===== config.mk =====
export PLATFORM = sky130hd
export DESIGN_NAME = pwrevt_status
export DESIGN_NICKNAME = d
export VERILOG_FILES = /design/src/common/pwrevt_pkg.sv /design/src/rtl/pwrevt_flag.sv /design/src/rtl/pwrevt_status.sv
export SDC_FILE = /design/constraint.sdc
export NUM_CORES = 1
export LEC_CHECK = 0
export BUFFER_PORTS_ARGS = -buffer_cell sky130_fd_sc_hd__buf_2
export CAP_MARGIN = 20
export CORE_AREA = 4 4 47 58
export CTS_CLUSTER_SIZE = 25
export DETAILED_ROUTE_END_ITERATION = 10
export DIE_AREA = 0 0 51 62
export MAX_ROUTING_LAYER = met4
export PLACE_DENSITY = 0.87
export RECOVER_POWER = 50
export SYNTH_ARGS = -nofsm -noshare
export SYNTH_HDL_FRONTEND = slang
export SYNTH_SLANG_ARGS = --single-unit

===== constraint.sdc =====
create_clock -name clk_i -period 1.09 [get_ports clk_i]
set_clock_uncertainty 0.2 [all_clocks]
set_input_delay 0.0545 -clock clk_i [delete_from_list [all_inputs] [get_ports clk_i]]
set_output_delay 0.0545 -clock clk_i [all_outputs]
set_load 0.1 [all_outputs]

===== src/common/pwrevt_pkg.sv =====
// package: register layout and constants for the power event status register
package pwrevt_pkg;
    // register location within the memory controller register space
    localparam logic [11:0] PWREVT_STATUS_OFFSET = 12'hf14;
    localparam logic [31:0] PWREVT_STATUS_RESET  = 32'h0000_0000;
    // field positions
    localparam int          PWREVT_CH0_BIT       = 0;
    localparam int          PWREVT_CH1_BIT       = 1;
    localparam int          PWREVT_WARM_BIT      = 8;
    // reset value of a single flag
    localparam logic        PWREVT_FLAG_RESET    = 1'b0;
endpackage


===== src/rtl/pwrevt_flag.sv =====
// one sticky status flag: hardware set, hardware clear, write-one clear
`timescale 1ns/1ps
module pwrevt_flag
    import pwrevt_pkg::*;
(
    // clock and power-good clear
    input  wire logic clk_i,
    input  wire logic pg_clear_i,
    // set and clear sources
    input  wire logic set_i,
    input  wire logic hw_clear_i,
    input  wire logic sw_clear_i,
    // flag value
    output logic      flag_o
);
    logic next_flag;

    // set wins over hardware and write-one clears so no event is lost
    assign next_flag = set_i ? 1'b1 : ((hw_clear_i | sw_clear_i) ? 1'b0 : flag_o);

    // loss of power-good forces the flag to zero, ahead of set and clears
    always_ff @(posedge clk_i)
    begin
        if (pg_clear_i)
        begin
            flag_o <= PWREVT_FLAG_RESET;
        end
        else
        begin
            flag_o <= next_flag;
        end
    end
endmodule


===== src/rtl/pwrevt_status.sv =====
// power event status register: warm reset and channel self-refresh flags
//
// Functional notes
// - only power-good loss resets register to zero
// - warm reset received sets bit 8
// - power-good low clears warm reset flag
// - channel 1 in self-refresh sets bit 1
// - channel 0 in self-refresh sets bit 0
// - channel 1 flag cleared before exit starts
// - channel 0 flag cleared before exit starts
// - writing one clears channel flags
// - one means in self-refresh, zero unknown
`timescale 1ns/1ps
module pwrevt_status
    import pwrevt_pkg::*;
(
    // clock and platform reset
    input  wire logic        clk_i,
    input  wire logic        rst_i,
    // power-good from the platform, asynchronous pin
    input  wire logic        power_good_i,
    // events from the power management unit and channel controllers
    input  wire logic        warm_reset_evt_i,
    input  wire logic        ch0_sr_entered_i,
    input  wire logic        ch1_sr_entered_i,
    input  wire logic        ch0_sr_exit_start_i,
    input  wire logic        ch1_sr_exit_start_i,
    // register access port
    input  wire logic [11:0] reg_addr_i,
    input  wire logic        reg_wr_i,
    input  wire logic        reg_rd_i,
    input  wire logic [31:0] reg_wdata_i,
    output logic      [31:0] reg_rdata_o,
    // flag outputs to the power management unit
    output logic             warm_reset_seen_o,
    output logic             chan1_selfrefresh_flag_o,
    output logic             chan0_selfrefresh_flag_o
);
    // port timing, as seen from the far side
    // - an event pulse sets its flag at the edge where it is seen high
    // - the flag copies on the outputs follow one cycle after the flag
    // - read data stands one cycle after the read strobe, zero otherwise
    // - an event and an exit or write-one clear on one flag in one cycle: the event wins
    // - a read and a write in one cycle return the value before the write
    // - power-good low clears every flag three edges after the pin falls
    // - rst_i clears only the read data register, never a flag
    //
    // limitations
    // - power-good must stay low for at least one clock to take effect
    // - flags hold unknown values until power-good low has been seen

    // power-good synchroniser stages
    logic        pg_meta;
    logic        pg_sync;
    logic        pg_clear;

    // register decode
    logic        hit;
    logic        wr_hit;
    logic        rd_hit;

    // write-one-clear strobes from firmware
    logic        w1c_ch0;
    logic        w1c_ch1;
    logic        w1c_warm;

    // hardware set and clear requests per flag
    logic        set_warm;
    logic        set_ch1;
    logic        set_ch0;
    logic        hw_clr_warm;
    logic        hw_clr_ch1;
    logic        hw_clr_ch0;

    // live flag values
    logic        warm_reset_seen;
    logic        chan1_selfrefresh_flag;
    logic        chan0_selfrefresh_flag;

    // read path
    logic [31:0] status_word;
    logic [31:0] next_rdata;

    // next values of the flag copies
    logic        next_warm_reset_seen_o;
    logic        next_chan1_selfrefresh_flag_o;
    logic        next_chan0_selfrefresh_flag_o;

    // power-good passes two flip-flops without reset; flags clear once it is seen low
    always_ff @(posedge clk_i)
    begin
        pg_meta <= power_good_i;
        pg_sync <= pg_meta;
    end

    assign pg_clear = ~pg_sync;

    // address decode; the register is one aligned word
    assign hit      = (reg_addr_i == PWREVT_STATUS_OFFSET);
    assign wr_hit   = reg_wr_i & hit;
    assign rd_hit   = reg_rd_i & hit;

    // write one clears
    // only the three flag positions react; other written ones are dropped
    assign w1c_ch0  = wr_hit & reg_wdata_i[PWREVT_CH0_BIT];
    assign w1c_ch1  = wr_hit & reg_wdata_i[PWREVT_CH1_BIT];
    assign w1c_warm = wr_hit & reg_wdata_i[PWREVT_WARM_BIT];

    // warm reset event
    // the warm flag has no hardware clear besides power-good
    assign set_warm    = warm_reset_evt_i;
    assign hw_clr_warm = 1'b0;

    // channel 1 entry and exit
    // the exit pulse arrives ahead of the exit sequence itself
    assign set_ch1     = ch1_sr_entered_i;
    assign hw_clr_ch1  = ch1_sr_exit_start_i;

    assign set_ch0     = ch0_sr_entered_i;
    assign hw_clr_ch0  = ch0_sr_exit_start_i;

    pwrevt_flag u_warm (
        .clk_i      (clk_i),
        .pg_clear_i (pg_clear),
        .set_i      (set_warm),
        .hw_clear_i (hw_clr_warm),
        .sw_clear_i (w1c_warm),
        .flag_o     (warm_reset_seen)
    );

    pwrevt_flag u_ch1 (
        .clk_i      (clk_i),
        .pg_clear_i (pg_clear),
        .set_i      (set_ch1),
        .hw_clear_i (hw_clr_ch1),
        .sw_clear_i (w1c_ch1),
        .flag_o     (chan1_selfrefresh_flag)
    );

    pwrevt_flag u_ch0 (
        .clk_i      (clk_i),
        .pg_clear_i (pg_clear),
        .set_i      (set_ch0),
        .hw_clear_i (hw_clr_ch0),
        .sw_clear_i (w1c_ch0),
        .flag_o     (chan0_selfrefresh_flag)
    );

    always_comb
    begin
        status_word                   = PWREVT_STATUS_RESET;
        status_word[PWREVT_CH0_BIT]   = chan0_selfrefresh_flag;
        status_word[PWREVT_CH1_BIT]   = chan1_selfrefresh_flag;
        status_word[PWREVT_WARM_BIT]  = warm_reset_seen;
    end

    // unmapped reads and idle cycles return zero
    assign next_rdata = rd_hit ? status_word : 32'h0000_0000;

    // copies for the power management unit trail the live flags by one cycle
    assign next_warm_reset_seen_o        = warm_reset_seen;
    assign next_chan1_selfrefresh_flag_o = chan1_selfrefresh_flag;
    assign next_chan0_selfrefresh_flag_o = chan0_selfrefresh_flag;

    // read data only
    // read data register; rst_i clears it but never a flag
    always_ff @(posedge clk_i)
    begin
        if (rst_i)
        begin
            reg_rdata_o <= 32'h0000_0000;
        end
        else
        begin
            reg_rdata_o <= next_rdata;
        end
    end

    // flag copies; no reset, they simply follow the flags
    always_ff @(posedge clk_i)
    begin
        warm_reset_seen_o        <= next_warm_reset_seen_o;
        chan1_selfrefresh_flag_o <= next_chan1_selfrefresh_flag_o;
        chan0_selfrefresh_flag_o <= next_chan0_selfrefresh_flag_o;
    end
endmodule


# Yosys cells after proc, flatten, opt, wreduce, memory -nomap -nowiden
# Index checks and enable logic that the tools add are counted.
# W data, S select, Z words.
# op_classes
n_eq_ne	1
bitwise_logic	8
reduce_logical	4
n_mux	6
# ops
cell	n
$eq A12 B12 Y1 const B	1
$mux W1	6
$reduce_bool A2 Y1	3
$and A1 B1 Y1	5
$or A1 B1 Y1	2
$reduce_or A2 Y1	1
$not A1 Y1	1
# totals
output_inout_bits	35
regBits	40

# Logic depth before layout (Yosys ltp)
# logic_depth
word_depth	6
ltp_mapped	3

# Cells and area by module
# Synthesis repeated with hierarchy kept, for this count alone.
# unflattened
hier_cells	66
hier_area_um2	651.9
# modules_own_cells
module	n_inst	cells_each	seq_area_each_um2	area_each_um2
pwrevt_status	1	54	160.2	539.3
pwrevt_flag	3	4	20.0	37.5

# Worst setup path after synthesis
# No wires, ideal clock.
# synth_path
kind	flip-flop to output port
startpoint	register chan0_selfrefresh_flag_o
endpoint	output port chan0_selfrefresh_flag_o
setup_slack_ns	-0.073
arrival_ns	0.909
path_stages_with_launch	1
path_buffers	0
path_cell_list	dfxtp_1
# synth_lines
item	line	text
from (decl)	pwrevt_status.sv:37	output logic chan0_selfrefresh_flag_o
from (signal assigned)	pwrevt_status.sv:184	chan0_selfrefresh_flag_o <= next_chan0_selfrefresh_flag_o;
# No word-level cell between the ends.

# Worst setup path in the final report
# layout_path
startpoint	input port warm_reset_evt_i
endpoint	register u_warm.flag_o
# layout_via
elab_chain_len	1
elab_cells_between_ends	2
# layout_lines
item	line	text
from (decl)	pwrevt_status.sv:23	input wire logic warm_reset_evt_i,
$mux W1 / $reduce_bool A2 Y1 (equally long branches)	-	
to (signal assigned)	pwrevt_flag.sv:30	flag_o <= next_flag;
to (decl)	pwrevt_flag.sv:14	output logic flag_o
# Several ways; a longest one is shown, not always the timed one.
# A chain may end at the register's enable or synchronous reset.

==> results.toml <==
[routing]
ant_nets = 0
num_vias = 534
finalWirelength_um = 1559
wl_per_cell_um = 10.98
drtIter0Drc = 6
drc = 0
viasPerCell = 3.761
drt-pass1-iter-count = 5

[place]
place_area_um2 = 782.0
pre_cts_slack_ps = -86.83
place.gp.congestion = 0.6803
portBuffers = 30
post-dp-hpwl_um = 1101

[outcome]
status = "complete, but fails checks"
violations = "hold timing"

[floorplan]
start_util = 0.2750
num_rows = 19
die_h_um = 62
die-area_um2 = 3162
io_pins = 89
die_w_um = 51
coreArea_um2 = 2211

[worst_setup_path]
slowest_stage = "dlygate4sd3_1"
critPathLaunchType = "input port"
critical-path-top-delay-family = "buffers and inverters"
crit_type = "input port to register"
arrival_ps = 1010
worstSetupEndpointType = "register"
crit_fanout = 2
crit_chain = "dlygate4sd3_1 > buf_2 > nor3_2 > a21oi_1"
slowest_delay_ps = 540
path_buf_inv = 2
cp_data_required_time_ps = 1030

[cells_and_area]
final_cell_mix = "29 x conb_1, 23 x buf_2, 12 x dlygate4sd3_1, 6 x nand2_1, 6 x dfxtp_2"
layout-drive-gt1-share = 0.3964
n_antenna_cell = 0
synthToLayoutAreaGrowth_pct = 51.44
final_nets = 166
final_common_cell = "conb_1"
design_area_um2 = 920.9
final_util = 0.4165

[synthesis]
seq_area_frac_synth = 0.3621
synthCells = 66
synth_area_um2 = 608.1
syn_area_per_cell_um2 = 9.213
synth-seq-cells = 11
yosysWarnings = 0
synth_cell_types = 13

[sta]
fin_crit_sh = 0.9840
hold_viol_final = 3
setup_violations = 0
max_freq_ghz = 0.9323
postLayoutSetupSlackWorst_ps = 17.40
fin_crit_ps = 1073
final_max_slew_viol_count = 0
whs_ps = -87.15

[clock_tree]
clock-root-buffer = "clkbuf_4"
clkLatencyLatePin_ps = 250
post-cts-setup-buffers = 0
cts.sinks = 11
cts_hold_buf = 12
numCtsBuffers = 3
htreeDepth = 1
clk_pin_slew_ps = 60
cts_tree = "done"
clockBufferDepth = 2

[power]
netSwitchingFraction = 0.4985
p_leak_nw = 0.4372
internal_power_uw = 663.5
peakVddDrop_mv = 0.6010
pwr-share-comb = 0.480
power_density_nw_per_um2 = 1437
power.total_mw = 1.323
clock_power_share = 0.191
power_frac_seq = 0.329
p_sw_uw = 659.6

[global_routing]
grt_pass1_vias = 487
grt_pass1_wl_um = 2097
antenna_found_initial = 0
grt.overflow.total = 0
grt_max_degree = 7
grt_usage = 0.09462

[run]
drv_cap = 0

[hold_path]
hold_class = "input port to register"
[Yosys cell counts]
cell type | instances | area, µm²
o21ai_0 | 3 | 15.01
nor4_1 | 3 | 18.77
dfxtp_1 | 11 | 220.2
nor4b_4 | 2 | 47.55
nor3_1 | 3 | 15.01
and2_2 | 1 | 7.510
nand4_1 | 1 | 6.260
nor2b_1 | 2 | 12.51
buf_4 | 29 | 217.7
nand2_2 | 1 | 6.260
conb_1 | 1 | 3.750
nand2_1 | 6 | 22.52
a21oi_1 | 3 | 15.01
[state kept, by name, summed over array words and instances (netlist names)]
signal                    cells
reg_rdata_o                   3
chan1_selfrefresh_flag_o      1
chan0_selfrefresh_flag_o      1
pg_meta                       1
pg_sync                       1
warm_reset_seen_o             1
u_ch0.flag_o                  1
u_warm.flag_o                 1
u_ch1.flag_o                  1
[per-stage QoR]
stage,setup TNS [ps],instances
6_report,0,142
5_1_grt,-3.485,142
4_1_cts,0,142
3_5_place_dp,-139.3,126
3_3_place_gp,-28.02,126
2_1_floorplan,0,94
[kinds of logic after synthesis]
kind of cell	after synthesis	synth area share
AO/OA/AOI/OAI	6	0.04937
AND/OR/NAND/NOR	19	0.2243
other	1	0.006167
flip-flops	11	0.3621
buffers and inverters	29	0.3580
[final timing paths]
path / endpoint / slack, ps / startpoint / cells after the start
max: u_warm.flag_o$_SDFFE_PN0P_ / 20 / warm_reset_evt_i / 4
min: reg_rdata_o[8]$_SDFF_PP0_ / -90 / reg_addr_i[5] / 4
max reg2reg: u_ch0.flag_o$_SDFFE_PN0P_ / 100 / u_ch0.flag_o$_SDFFE_PN0P_ / 3
min reg2reg: pg_sync$_DFF_P_ / 130 / pg_meta$_DFF_P_ / 0
[repair_timing]
item / CTS / global route
endpoints found under the setup margin: 0 / 2
resized for setup: 0 / 2
endpoints found under the hold margin: 7 / 3
[worst register-to-register path, stage by stage (launching register included)]
cell	delay, ps
dfxtp_1	320
nor2b_1	130
o21ai_0	170
a21oi_1	60
[power groups by stage]
stage,logic [mW],clock network (mW),registers (mW)
after global routing,0.653,0.290,0.438
after detailed placement,0.593,0,0.445
after global placement,0.590,0,0.443
final,0.635,0.252,0.436
after CTS,0.627,0.264,0.435
after floorplan,0.535,0,0.492
[metal layers]
layer / vias up / track usage / wire length [µm]
met5: - / - / 0
met4: 0 / 0.04615 / 4
met3: 2 / 0.02864 / 250
met2: 48 / 0.1897 / 845
met1: 234 / 0.07815 / 458
li1: 250 / - / -
[cell type report]
cell class | instances | area (µm²)
Fill cell | 206 | 1290
Timing Repair Buffer | 42 | 341.6
Multi-Input combinational cell | 54 | 286.5
Sequential cell | 11 | 227.7
Tap cell | 31 | 38.79
Clock buffer | 4 | 26.28
(Power assumes the default switching activity.)
